**src/design/sle_map.svh**
```systemverilog
`ifndef SLE_MAP_SVH
`define SLE_MAP_SVH

// Clock and pattern timing
`define SLE_CLK_MHZ 20
`define SLE_TICK_US 1000
`define SLE_TICK_CYCLES (`SLE_TICK_US * `SLE_CLK_MHZ)
`define SLE_FLICK_HALF_MS 50
`define SLE_BLINK_HALF_MS 200
`define SLE_DBL_GAP_MS 1000
`define SLE_DBL_PERIOD_MS (3 * `SLE_BLINK_HALF_MS + `SLE_DBL_GAP_MS)
`define SLE_FPD_LATENCY_MS 15

// Register offsets
`define SLE_OFF_CTRL 8'h00
`define SLE_OFF_COND 8'h04
`define SLE_OFF_LAMP 8'h08
`define SLE_OFF_INT_STS 8'h0c
`define SLE_OFF_INT_MASK 8'h10

// Field positions
`define SLE_CTRL_LAMP_TEST 0
`define SLE_LAMP_RUN_PAT_LSB 0
`define SLE_LAMP_FLT_PAT_LSB 4
`define SLE_LAMP_RUN_BIT 8
`define SLE_LAMP_FLT_BIT 9
`define SLE_LAMP_MODE_LSB 12

// Interrupt event bits
`define SLE_EV_POWER_LOST 0
`define SLE_EV_WDOG 1
`define SLE_EV_FIELD 2
`define SLE_EV_OVERCUR 3
`define SLE_EV_NONFATAL 4
`define SLE_EV_BUS_STOP 5
`define SLE_EV_W 6

// Reset values
`define SLE_CTRL_RST 1'h0
`define SLE_INT_MASK_RST 6'h00
`define SLE_EV_PREV_RST 6'h01

`endif

```
**src/design/sle_pkg.sv**
```systemverilog
package sle_pkg;

    typedef enum logic [2:0] {
        SLE_PAT_OFF,
        SLE_PAT_ON,
        SLE_PAT_FLICKER,
        SLE_PAT_BLINK1,
        SLE_PAT_BLINK2
    } sle_pat_e;

    typedef enum logic [1:0] {
        SLE_MODE_DARK,
        SLE_MODE_WDOG,
        SLE_MODE_ADDR,
        SLE_MODE_RUN
    } sle_mode_e;

endpackage : sle_pkg

```
**src/design/sle_encoder.sv**
```systemverilog
// Design decisions made here: the register addresses and the strobed register port.
`timescale 1ns/1ns
`default_nettype none
`include "sle_map.svh"

module sle_encoder #(
    parameter int TICK_CYCLES = `SLE_TICK_CYCLES
) (
    // Clock and reset
    input wire logic ref_clk,
    input wire logic rst,
    input wire logic ce,
    // Condition pins
    input wire logic logic_power_ok,
    input wire logic module_failed,
    input wire logic auto_addr_busy,
    input wire logic wdog_expired,
    input wire logic operational,
    input wire logic pre_operational,
    input wire logic over_current,
    input wire logic broken_wire,
    input wire logic field_power_absent,
    input wire logic field_power_distributor_fault,
    input wire logic nonfatal_error,
    input wire logic bus_stopped,
    // Register port
    input wire logic [7:0] reg_addr,
    input wire logic [31:0] reg_wdata,
    input wire logic reg_wr,
    input wire logic reg_rd,
    output logic [31:0] reg_rdata,
    // Lamps and interrupt
    output logic run_lamp,
    output logic fault_lamp,
    output logic irq
);

    localparam int NCOND = 12;
    localparam int TW = (TICK_CYCLES > 1) ? $clog2(TICK_CYCLES) : 1;
    localparam int MSW = 11;

    generate
        if (TICK_CYCLES < 1)
        begin : g_bad_tick
            $error("TICK_CYCLES must be at least 1");
        end
        if (`SLE_DBL_PERIOD_MS % (2 * `SLE_BLINK_HALF_MS) != 0)
        begin : g_bad_period
            $error("Double blink period must hold whole single blinks");
        end
    endgenerate

    // Condition synchronisers
    wire logic [NCOND-1:0] cond_raw;
    logic [NCOND-1:0] sync1_q;
    logic [NCOND-1:0] cond_q;

    assign cond_raw = {bus_stopped, nonfatal_error, field_power_distributor_fault,
                       field_power_absent, broken_wire, over_current, pre_operational,
                       operational, wdog_expired, auto_addr_busy, module_failed,
                       logic_power_ok};

    genvar gi;
    generate
        for (gi = 0; gi < NCOND; gi++)
        begin : g_sync
            always_ff @(posedge ref_clk or posedge rst)
            begin
                if (rst)
                begin
                    sync1_q[gi] <= 1'b0;
                    cond_q[gi] <= 1'b0;
                end
                else if (ce)
                begin
                    sync1_q[gi] <= cond_raw[gi];
                    cond_q[gi] <= sync1_q[gi];
                end
            end
        end
    endgenerate

    wire logic powered;
    wire logic s_wdog;
    wire logic s_addr;
    wire logic s_oper;
    wire logic s_preop;
    wire logic s_overcur;
    wire logic s_field;
    wire logic s_nonfatal;
    wire logic s_bus_stop;

    assign powered = cond_q[0] && !cond_q[1];
    assign s_addr = cond_q[2];
    assign s_wdog = cond_q[3];
    assign s_oper = cond_q[4];
    assign s_preop = cond_q[5];
    assign s_overcur = cond_q[6];
    // Distributor faults come late from outside; local ones go straight through
    assign s_field = cond_q[7] || cond_q[8] || cond_q[9];
    assign s_nonfatal = cond_q[10];
    assign s_bus_stop = cond_q[11];

    // Millisecond time base, free running so all lamps stay in step
    logic [TW-1:0] tick_cnt_q;
    logic [MSW-1:0] ms_cnt_q;
    wire logic ms_tick;
    wire logic ms_wrap;

    assign ms_tick = (tick_cnt_q == TW'(TICK_CYCLES - 1));
    assign ms_wrap = (ms_cnt_q == MSW'(`SLE_DBL_PERIOD_MS - 1));

    always_ff @(posedge ref_clk or posedge rst)
    begin
        if (rst)
        begin
            tick_cnt_q <= '0;
            ms_cnt_q <= '0;
        end
        else if (ce)
        begin
            tick_cnt_q <= ms_tick ? '0 : tick_cnt_q + TW'(1);
            if (ms_tick)
                ms_cnt_q <= ms_wrap ? '0 : ms_cnt_q + MSW'(1);
        end
    end

    wire logic flick_on;
    wire logic blink_on;
    wire logic dbl_on;

    assign flick_on = (ms_cnt_q % (2 * `SLE_FLICK_HALF_MS)) < `SLE_FLICK_HALF_MS;
    assign blink_on = (ms_cnt_q % (2 * `SLE_BLINK_HALF_MS)) < `SLE_BLINK_HALF_MS;
    // Two pulses, then a long gap
    assign dbl_on = (ms_cnt_q < 3 * `SLE_BLINK_HALF_MS) && blink_on;

    function automatic logic lamp_of(input sle_pkg::sle_pat_e pat, input logic fl,
                                     input logic b1, input logic b2);
        case (pat)
            sle_pkg::SLE_PAT_ON: lamp_of = 1'b1;
            sle_pkg::SLE_PAT_FLICKER: lamp_of = fl;
            sle_pkg::SLE_PAT_BLINK1: lamp_of = b1;
            sle_pkg::SLE_PAT_BLINK2: lamp_of = b2;
            default: lamp_of = 1'b0;
        endcase
    endfunction : lamp_of

    // Mode and pattern decode
    sle_pkg::sle_mode_e mode;
    sle_pkg::sle_pat_e run_pat;
    sle_pkg::sle_pat_e fault_pat;

    assign mode = !powered ? sle_pkg::SLE_MODE_DARK :
                  s_wdog ? sle_pkg::SLE_MODE_WDOG :
                  s_addr ? sle_pkg::SLE_MODE_ADDR :
                  sle_pkg::SLE_MODE_RUN;

    always_comb
    begin
        run_pat = sle_pkg::SLE_PAT_OFF;
        fault_pat = sle_pkg::SLE_PAT_OFF;
        case (mode)
            sle_pkg::SLE_MODE_DARK:
            begin
                run_pat = sle_pkg::SLE_PAT_OFF;
                fault_pat = sle_pkg::SLE_PAT_OFF;
            end
            sle_pkg::SLE_MODE_WDOG:
            begin
                run_pat = sle_pkg::SLE_PAT_ON;
                fault_pat = sle_pkg::SLE_PAT_ON;
            end
            sle_pkg::SLE_MODE_ADDR:
            begin
                run_pat = sle_pkg::SLE_PAT_FLICKER;
                fault_pat = sle_pkg::SLE_PAT_OFF;
            end
            sle_pkg::SLE_MODE_RUN:
            begin
                // Each lamp decided on its own when a condition leaves it open
                if (s_overcur)
                    run_pat = sle_pkg::SLE_PAT_ON;
                else if (s_preop)
                    run_pat = sle_pkg::SLE_PAT_BLINK1;
                else if (s_oper)
                    run_pat = sle_pkg::SLE_PAT_ON;
                else
                    run_pat = sle_pkg::SLE_PAT_OFF;
                if (s_field || s_overcur)
                    fault_pat = sle_pkg::SLE_PAT_FLICKER;
                else if (s_bus_stop)
                    fault_pat = sle_pkg::SLE_PAT_BLINK2;
                else if (s_nonfatal)
                    fault_pat = sle_pkg::SLE_PAT_BLINK1;
                else
                    fault_pat = sle_pkg::SLE_PAT_OFF;
            end
            default:
            begin
                run_pat = sle_pkg::SLE_PAT_OFF;
                fault_pat = sle_pkg::SLE_PAT_OFF;
            end
        endcase
    end

    // Lamp outputs
    logic ctrl_test_q;
    logic run_lamp_q;
    logic fault_lamp_q;
    wire logic run_lamp_d;
    wire logic fault_lamp_d;

    // Lamp test cannot light a module that has no power
    assign run_lamp_d = powered && (ctrl_test_q || lamp_of(run_pat, flick_on, blink_on, dbl_on));
    assign fault_lamp_d = powered &&
                          (ctrl_test_q || lamp_of(fault_pat, flick_on, blink_on, dbl_on));

    always_ff @(posedge ref_clk or posedge rst)
    begin
        if (rst)
        begin
            run_lamp_q <= 1'b0;
            fault_lamp_q <= 1'b0;
        end
        else if (ce)
        begin
            run_lamp_q <= run_lamp_d;
            fault_lamp_q <= fault_lamp_d;
        end
    end

    assign run_lamp = run_lamp_q;
    assign fault_lamp = fault_lamp_q;

    // Interrupt events
    logic [`SLE_EV_W-1:0] ev_prev_q;
    logic [`SLE_EV_W-1:0] int_sts_q;
    logic [`SLE_EV_W-1:0] int_mask_q;
    wire logic [`SLE_EV_W-1:0] ev_level;
    wire logic [`SLE_EV_W-1:0] ev_set;
    wire logic [`SLE_EV_W-1:0] ev_clr;

    assign ev_level = {s_bus_stop, s_nonfatal, s_overcur, s_field, s_wdog, !powered};
    assign ev_set = ev_level & ~ev_prev_q;

    // Register decode
    wire logic hit_ctrl;
    wire logic hit_cond;
    wire logic hit_lamp;
    wire logic hit_sts;
    wire logic hit_mask;
    wire logic [31:0] rd_mux;

    assign hit_ctrl = (reg_addr == `SLE_OFF_CTRL);
    assign hit_cond = (reg_addr == `SLE_OFF_COND);
    assign hit_lamp = (reg_addr == `SLE_OFF_LAMP);
    assign hit_sts = (reg_addr == `SLE_OFF_INT_STS);
    assign hit_mask = (reg_addr == `SLE_OFF_INT_MASK);
    assign ev_clr = (reg_wr && hit_sts) ? reg_wdata[`SLE_EV_W-1:0] : '0;

    assign rd_mux = hit_ctrl ? {31'h0, ctrl_test_q} :
                    hit_cond ? {20'h0, cond_q} :
                    hit_lamp ? {18'h0, mode, 2'h0, fault_lamp_q, run_lamp_q,
                                1'b0, fault_pat, 1'b0, run_pat} :
                    hit_sts ? {26'h0, int_sts_q} :
                    hit_mask ? {26'h0, int_mask_q} :
                    32'h0;

    always_ff @(posedge ref_clk or posedge rst)
    begin
        if (rst)
        begin
            // Unpowered in reset, so release raises no false power-lost event
            ev_prev_q <= `SLE_EV_PREV_RST;
            int_sts_q <= '0;
        end
        else if (ce)
        begin
            ev_prev_q <= ev_level;
            // Set wins over a clear in the same cycle
            int_sts_q <= (int_sts_q & ~ev_clr) | ev_set;
        end
    end

    always_ff @(posedge ref_clk or posedge rst)
    begin
        if (rst)
        begin
            ctrl_test_q <= `SLE_CTRL_RST;
            int_mask_q <= `SLE_INT_MASK_RST;
        end
        else if (ce && reg_wr)
        begin
            if (hit_ctrl)
                ctrl_test_q <= reg_wdata[`SLE_CTRL_LAMP_TEST];
            if (hit_mask)
                int_mask_q <= reg_wdata[`SLE_EV_W-1:0];
        end
    end

    always_ff @(posedge ref_clk or posedge rst)
    begin
        if (rst)
            reg_rdata <= 32'h0;
        else if (ce)
            reg_rdata <= reg_rd ? rd_mux : 32'h0;
    end

    assign irq = |(int_sts_q & int_mask_q);
endmodule : sle_encoder
`default_nettype wire

```
**config.mk**
```make
export PLATFORM = sky130hd
export DESIGN_NAME = sle_encoder
export DESIGN_NICKNAME = d
export VERILOG_FILES = /design/src/design/sle_pkg.sv /design/src/design/sle_encoder.sv
export VERILOG_INCLUDE_DIRS = /design/src /design/src/design
export SDC_FILE = /design/constraint.sdc
export NUM_CORES = 1
export LEC_CHECK = 0
export ABC_CLOCK_PERIOD_IN_PS = 7350
export BUFFER_PORTS_ARGS = -buffer_cell sky130_fd_sc_hd__clkbuf_2
export CAP_MARGIN = 20
export CORE_UTILIZATION = 60
export DETAILED_ROUTE_END_ITERATION = 8
export PLACE_DENSITY = 0.93
export SETUP_SLACK_MARGIN = 0.05
export SYNTH_ARGS = -nofsm -noshare
export SYNTH_HDL_FRONTEND = slang
export SYNTH_SLANG_ARGS = --single-unit
export TNS_END_PERCENT = 20
```
**constraint.sdc**
```tcl
create_clock -name ref_clk -period 7.35 [get_ports ref_clk]
set_input_delay 1.1025 -clock ref_clk [delete_from_list [all_inputs] [get_ports ref_clk]]
set_output_delay 1.1025 -clock ref_clk [all_outputs]
set_load 0.02 [all_outputs]
```
==> results of run 1 <==
## Yosys cell counts, drive strengths merged (3+ instances only)
library cell,n
a211oi,7
a21boi,3
a21o,3
a21oi,21
a221o,4
a221oi,3
a22o,4
a22oi,7
a31oi,4
a32oi,4
and2,9
and3,7
buf,30
clkbuf,12
dfrtp,84
ha,4
inv,19
mux2,28
mux2i,5
nand2,55
nand2b,4
nand3,11
nand3b,3
nand4,13
nor2,39
nor2b,6
nor3,22
nor4,5
o21ai,36
o22ai,3
o2bb2ai,5
o31ai,5
or2,3
or3,8
or4,4
xnor2,15
xor2,7
## sequential cells by signal (all words and copies together), names as in the netlist, 5 cells and up
name,flops
ms_cnt_q,11
ev_prev_q,6
cond_q,5
int_mask_q,6
tick_cnt_q,15
int_sts_q,6
sync1_q,12
reg_rdata,14
## how the worst min path moves through the flow
| stage | startpoint | end | slack (ns) | cells past startpoint |
|---|---|---|---|---|
| after floorplan | ev_prev_q[2] | int_sts_q[2] | 0.43 | 1 |
| after global placement | ev_prev_q[1] | int_sts_q[1] | 0.44 | 1 |
| after detailed placement | ev_prev_q[2] | int_sts_q[2] | 0.46 | 1 |
| after CTS | ev_prev_q[1] | int_sts_q[1] | 0.47 | 1 |
| after global routing | ev_prev_q[1] | int_sts_q[1] | 0.49 | 1 |
| final | ev_prev_q[1] | int_sts_q[1] | 0.46 | 1 |
## cell families (layout without fill, tap and decap cells)
| family | after synthesis | count (layout) | share of synthesized area [%] |
|---|---|---|---|
| simple gates | 192 | 192 | 19.6 |
| compound gates | 129 | 129 | 18.0 |
| flops | 85 | 85 | 43.2 |
| buf+inv | 62 | 87 | 6.47 |
| mux | 33 | 33 | 7.41 |
| xor+xnor | 22 | 22 | 4.06 |
| fa+ha+maj | 5 | 5 | 1.22 |
| other cells | 1 | 18 | 0.0761 |
## placed cells by master (no fill, tap or decap), types with 8 or more instances in the layout
cell type  Yosys  layout
clkbuf_2       0      47
conb_1         1      18
mux2_2        28      28
inv_1         19      18
nor3_1        21      21
a21oi_1       21      21
o21ai_0       34      34
nand2_1       55      55
and2_1         8       8
xnor2_1       14      14
nand3_1       11      11
nand4_1       12      12
dfrtp_1       84      84
clkbuf_8       0       9
nor2_1        37      37
## power groups by stage
stage / registers [uW] / clock network, uW / logic (uW)
final: 558 / 321 / 127
after global routing: 563 / 343 / 144
after CTS: 556 / 327 / 125
after detailed placement: 565 / 0 / 124
after global placement: 562 / 0 / 119
after floorplan: 553 / 0 / 102
## layer usage
layer / up-vias / global-route usage, % / wire length (um)
li1: 1967 / - / -
met1: 2071 / 36.9 / 4710
met2: 211 / 41.6 / 5210
met3: 30 / 5.58 / 865
met4: 0 / 8.72 / 248
met5: - / 0 / 0
## layout make-up
| type | count | area share, % |
|---|---|---|
| tap | 102 | 2.38 |
| clock buffer | 9 | 2.31 |
| sequential | 85 | 39.7 |
| timing repair buffer | 51 | 5.32 |
| clock inverter | 7 | 1.33 |
| multi-input combinational | 399 | 47.5 |
| inverter | 20 | 1.42 |
## per-stage QoR
step / instances / setup slack [ns] / hold WS (ns) / total power [uW] / instance area [sq um]
CTS: 672 / 2.91 / 0.468 / 1010 / 5330
finish: 673 / 2.78 / 0.463 / 1010 / 5360
floorplan: 546 / 3.44 / 0.435 / 655 / 4990
detailed placement: 656 / 2.94 / 0.456 / 689 / 5130
global placement: 656 / 3.04 / 0.441 / 681 / 5130
global route: 673 / 2.47 / 0.490 / 1050 / 5360
## critical path, stage by stage, from the launching register on
cell and delay (ns):
dfrtp_1 0.58, nor2_2 0.27, a21oi_1 0.10, ha_1 0.34, nor2b_1 0.22, a21o_1 0.21
a21oi_1 0.11, nor2_2 0.33, nor4_1 0.09, nor4_1 0.64, nand3_1 0.34, and2_1 0.26
o31ai_1 0.29, a211oi_1 0.10, or4_1 0.48, o21ai_1 0.13
==> metrics, run 1 <==
status finished, final reports clean; max-cap viol count 0; Layout fillers 609; CTS tree done; n_diodes 0; critical path peak fanout 16; critical path class reg -> reg; post-synthesis cell count 529; setup violators final 0; Root Driver clkbuf_8; initial antenna violation count 0; Final HPWL DP 7.84 mm; synth top area cells dfrtp_1 (43%), mux2_2 (6.4%), nand2_1 (4.2%), o21ai_0 (3.5%), buf_4 (2.9%); Yosys warning count 0; GRT Util Overall 26.5%; area grow syn2layout 8.71%; Residual DRC 0; die area 0.00858 sq mm; total congestion overflow 0; layout cells sized above 1 19.1%; number of DRC markers in iteration 0 295; FF-to-FF Start ms_cnt_q[7]; main flop type after synthesis dfrtp_1; Die Ht 92.6 um; final core utilization 68.3%; Routed WL 11.0 mm; Via Count 4,279; arrival time worst endpoint 4.87 ns; WP data required 7.64 ns; Worst Tran Pin Value 0.798 ns; Sw Ratio 30.4%; reg2reg path depth 15; Sequential Power Share 55.5%; CP Capture Type register; post-synthesis cell area 0.00493 sq mm; Final Skew 0.0147 ns; gpl congestion 0.898; starting density of the core 62.8%; Rel. slew slack 46.4%; Post-CTS Setup Inserts 0; final net count 627; crit path launch type register; CORE AREA 0.00785 sq mm; Yosys top cell area share 42.7%; DRT Pass-1 Iters 6; clock share of power 31.9%; cell taking the most area after synthesis dfrtp_1; PostCTS Resize Cnt 0; flops & latches, synth 85; Seq/Total Area, Yosys 43.2%; I/O pin count 92; switching power 305 uW; Hold Path Class reg -> reg; mean area per synthesized cell 9.32 sq um; P_leak 0.00232 uW; vias in the first global route 3,814; drt via density 6.36; Max Transition Viols Final 0; PortBufs 47; CTS Buffer Depth 2; Final TNS setup 0 ns; clk sinks 85; Yosys cell types 69; total CTS buffers 9; Die X-Extent 92.6 um; RSZ-0062 raised after global routing no; FF/Latch Area 0.00213 sq mm; Multi-input gate area 0.00254 sq mm; Int Pwr 700 uW; Async SR Flop Fraction 100%; Worst setup endpoint fault_lamp; Fin. Hold Viols 0; largest net degree at the start of global routing 86; Post-synth EDFFs 0; logic gate share of total power 12.6%; reg-to-reg slack, setup 2.78 ns; worst reg2reg endpoint fault_lamp; Power Dens Cells 188 mW/mm^2; highest ir drop seen on vdd 0.177 mV; H-tree lvl count 3; routed wire length per instance 16.4 um; Cell Rows 32; Worst-path clk slew 0.09 ns; Final Cycle Share 62.2%; Worst Setup SP ms_cnt_q[7]; min Tclk post-route 4.57 ns; Routed Antenna Nets 0; global-route wire length before repair 17.9 mm; clk_lat worst skew 0.37 ns; Max Fclk 0.219 GHz; cts hold-fix bufs 0
Note: power is estimated with default switching activity, not from simulation.
==> run 2, diff against run 1 <==
- ABC_CLOCK_PERIOD_IN_PS: 7350 -> 4200
- CORE_UTILIZATION: 60 -> 51
- PLACE_DENSITY: 0.93 -> 0.85
- clock period: 7.35 -> 4.2 ns (I/O delays scaled with it)
==> metrics, run 2 (synthesis gave the netlist of run 1 again) <==
status finished, final reports clean; Final Cycle Share 93.8%; Finished Cell Area 0.00559 sq mm; commonest cells after routing, fill and taps aside dfrtp_1 (83), nand2_1 (55), clkbuf_2 (47); setup violators final 0; Worst-path clk slew 0.11 ns; min Tclk post-route 3.94 ns; slowest CP cell or4_1; n_diodes 0; Rel. slew slack 41.1%; CP Capture Type register; Via Count 4,234; PostCTS Resize Cnt 0; Final Skew 0.0184 ns; Root Driver clkbuf_8; Routed WL 11.5 mm; Routed Antenna Nets 0; max reg flops 15; clk sinks 85; final net count 640; global-route wire length before repair 19.0 mm; Final HPWL DP 8.43 mm; DRT Pass-1 Iters 5; Max Fclk 0.254 GHz; crit path cell chain nor2_2 > a21oi_1 > ha_2 > nor2b_2 > a21o_1 > a211oi_1 > o31ai_1 > nor4_1 > nor4_4 > and3_2 > o31ai_4 > xnor2_2 > a211oi_1 > or4_1 > o21ai_1; Layout fillers 797; most common cell after layout, fill and taps aside dfrtp_1; arrival time worst endpoint 4.22 ns; drt via density 5.94; H-tree lvl count 3; Residual DRC 0; highest ir drop seen on vdd 0.232 mV; Largest regs tick_cnt_q (15), reg_rdata (14), sync1_q (12); initial antenna violation count 0; placed standard-cell area 0.00527 sq mm; CTS Buffer Depth 2; Fin. Hold Viols 0; Worst Tran Pin Value 0.877 ns; layout cells sized above 1 23.1%; total congestion overflow 0; Die Ht 100 um; total power 1780 uW; routed wire length per instance 16.1 um; die area 0.0101 sq mm; WP data required 4.48 ns; Cell Rows 35; max-cap viol count 0; critical path class reg -> reg; Post-CTS Setup Inserts 0; cts hold-fix bufs 0; total CTS buffers 9; I/O pin count 92; Crit path max-delay family simple AND/OR/NAND/NOR gates; area grow syn2layout 13.5%; largest net degree at the start of global routing 65; GRT Util Overall 23.8%; gpl congestion 0.904; Hold Path Class in -> async; CORE AREA 0.00928 sq mm; PortBufs 47; starting density of the core 53.1%; crit path launch type register; number of DRC markers in iteration 0 275; Max Transition Viols Final 0; vias in the first global route 3,834; critical path peak fanout 6; critical path buffer and inverter count 0; clk_lat worst skew 0.36 ns; hold slack 0.130 ns; Most Frequent Cell on Critical Path a211oi_1; Die X-Extent 100 um; Power Dens Cells 319 mW/mm^2; P_leak 0.00241 uW; CTS tree done; Biggest register tick_cnt_q; crit-path max cell delay 0.47 ns
==> run 2: cell types whose count changed in the layout (fill, tap and decap cells not counted), sizes merged <==
cell / change
buf: +13
==> run 2: layer usage <==
layer,up-vias,GRT usage (%),wire length [um],part of all wire [%]
li1,1989,-,-,-
met1,2040,33.5,5010,44
met2,184,37.5,5470,47
met3,21,4.87,836,7.3
met4,0,6.47,194,1.7
met5,-,0,0,0
==> run 2: path summary, 6_finish.rpt <==
path	cells past startpoint	from	slack, ns	end
max	15	ms_cnt_q[6]	0.26	fault_lamp
min	2	rst	0.13	ev_prev_q[3]
max reg2reg	15	ms_cnt_q[6]	0.26	fault_lamp
min reg2reg	1	ev_prev_q[1]	0.46	int_sts_q[1]
max in group asynchronous	4	rst	3.22	tick_cnt_q[0]
min in group ref_clk	1	ev_prev_q[1]	0.46	int_sts_q[1]
==> run 2: per-stage QoR <==
step | worst slack [ns] | utilization (%) | instances | TNS, ns
5_1_grt | -0.0776 | 60.3 | 713 | -0.0776
6_report | 0.260 | 60.3 | 713 | 0
3_5_place_dp | 0.0875 | 56.7 | 696 | 0
3_3_place_gp | 0.247 | 56.7 | 696 | 0
2_1_floorplan | 0.291 | - | 546 | 0
4_1_cts | 0.0663 | 59.0 | 712 | 0
==> run 2: where the power goes <==
group	internal, uW	total (uW)	switching [uW]	leakage (uW)
combinational	97.2	223	126	0.00126
clock	240	585	345	0.000105
sequential	897	976	79.0	0.00104
total	1230	1780	550	0.00241
==> run 2: layout make-up <==
cell class	instances	area (sq um)	area share [%]
Clock inverter	7	86.3	1.54
Inverter	20	76.3	1.36
Multi-Input combinational cell	399	2630	47.1
Clock buffer	9	124	2.21
Timing Repair Buffer	64	383	6.84
Tap cell	129	161	2.89
Sequential cell	85	2130	38.1
==> run 2: worst register-to-register path: cells and delay by family, from the launching register on <==
kind / cells / cell delay (ns)
adders and majority gates: 1 / 0.38
DFF: 1 / 0.40
xor gates and xnor gates: 1 / 0.17
and+or+nand+nor: 6 / 1.51
AOI/OAI and AO/OA: 7 / 1.40
==> run 3, diff against run 2 <==
- PLACE_DENSITY: 0.85 -> 0.84
==> metrics, run 3 (synthesis gave the netlist of run 1 again) <==
DRT Pass-1 Iters 5; Final Cycle Share 94.8%; I/O pin count 92; Most Frequent Cell on Critical Path a211oi_1; Cell Rows 35; number of DRC markers in iteration 0 287; status finished, final reports clean; Fin. Hold Viols 0; hold slack 0.231 ns; crit path cell chain nor2_2 > a21oi_1 > ha_1 > nor2b_2 > a21o_1 > a211oi_1 > or3_1 > or3_4 > nand4_2 > and3_1 > nand3_1 > a211oi_2 > a211oi_1 > or4_1 > o21ai_1; starting density of the core 53.1%; Multi-input gate area 0.00259 sq mm; PortBufs 47; max-cap viol count 0; min Tclk post-route 3.98 ns; gpl congestion 0.898; Layout fillers 786; vias in the first global route 3,861; Largest regs tick_cnt_q (15), reg_rdata (14), sync1_q (12); final net count 643; Max Fclk 0.251 GHz; layout cells sized above 1 22.8%; worst reg2reg endpoint fault_lamp; setup violators final 0; Die Ht 100 um; crit path launch type register; Worst-path clk slew 0.10 ns; crit-path max cell delay 0.48 ns; P_leak 0.00241 uW; most common cell after layout, fill and taps aside dfrtp_1; CORE AREA 0.00928 sq mm; largest net degree at the start of global routing 58; GRT Util Overall 23.8%; Die X-Extent 100 um; WP data required 4.50 ns; reg-to-reg slack, setup 0.22 ns; Via Count 4,303; slowest CP cell or4_1; commonest cells after routing, fill and taps aside dfrtp_1 (84), nand2_1 (55), clkbuf_2 (47); Routed Antenna Nets 0; critical path class reg -> reg; max reg flops 15; n_diodes 0; Rel. slew slack 46.1%; Routed WL 11.7 mm; initial antenna violation count 0; critical path peak fanout 6; Final Skew 0.0146 ns; CTS tree done; drt via density 6.01; arrival time worst endpoint 4.28 ns; Hold Path Class in -> async; Power Dens Cells 320 mW/mm^2; clk_lat worst skew 0.37 ns; FF/Latch Area 0.00213 sq mm; highest ir drop seen on vdd 0.264 mV; Biggest register tick_cnt_q; Worst Tran Pin Value 0.802 ns; CTS Buffer Depth 2; area grow syn2layout 12.7%; routed wire length per instance 16.4 um; H-tree lvl count 3; total power 1780 uW; reg2reg path depth 15; RSZ-0062 raised after global routing no; die area 0.0101 sq mm; CP Capture Type register; Final TNS setup 0 ns; Final HPWL DP 8.51 mm; Root Driver clkbuf_8; global-route wire length before repair 18.7 mm; total CTS buffers 9; total congestion overflow 0; Max Transition Viols Final 0; FF-to-FF Start ms_cnt_q[6]; clk sinks 85; Residual DRC 0
## run 3: power breakdown
| group | internal, uW | total (uW) | switching (uW) |
|---|---|---|---|
| clock network | 236 | 580 | 344 |
| logic | 96.6 | 223 | 126 |
| registers | 897 | 974 | 77.1 |
| total | 1230 | 1780 | 547 |
## run 3: layout make-up
| cell class | count | share of cell area [%] |
|---|---|---|
| clock buffers | 9 | 2.23 |
| inverters | 20 | 1.37 |
| flip-flops and latches | 85 | 38.3 |
| well taps | 129 | 2.91 |
| clock inverters | 7 | 1.35 |
| multi-input cells | 399 | 46.7 |
| repair buffers | 67 | 7.16 |
## run 3: metrics by stage
step                      util [%]  worst slack, ns  cell area (sq um)  cells
after floorplan                  -            0.291               4990    546
after global placement        56.7            0.274               5270    696
after detailed placement      56.7            0.114               5270    696
after CTS                     58.9           0.0842               5470    712
after global routing          59.8           0.0282               5550    716
final                         59.8            0.219               5550    716
## run 3: what timing repair did
| action | in CTS | in global routing |
|---|---|---|
| buffers inserted | 0 | 3 |
| endpoints found under the setup margin | 0 | 2 |
| hold buffers | 0 | 0 |
| gates resized for setup | 0 | 11 |
## run 3: how the worst max path moves through the flow
| stage | cells after the start | slack [ns] | endpoint | from |
|---|---|---|---|---|
| 2_1_floorplan | 18 | 0.29 | fault_lamp | ms_cnt_q[8] |
| 3_3_place_gp | 15 | 0.27 | fault_lamp | ms_cnt_q[6] |
| 3_5_place_dp | 15 | 0.11 | fault_lamp | ms_cnt_q[6] |
| 4_1_cts | 15 | 0.08 | fault_lamp | ms_cnt_q[6] |
| 5_1_grt | 15 | 0.03 | fault_lamp | ms_cnt_q[6] |
| 6_report | 15 | 0.22 | fault_lamp | ms_cnt_q[6] |
## run 3: metal layers
layer  wire length [um]  GRT usage (%)  vias up
met5                  0              0        -
met3                859           5.15       19
li1                   -              -     1983
met4                207           7.92        0
met1               5050           33.5     2117
met2               5590           36.5      184
## run 3: worst max-delay path: cells and delay by family, from the launching register on
family | cells | cell delay (ns)
AND/OR/NAND/NOR | 8 | 2.29
AO/OA/AOI/OAI | 6 | 0.89
flip-flops | 1 | 0.40
adder cells (fa/ha/maj) | 1 | 0.35
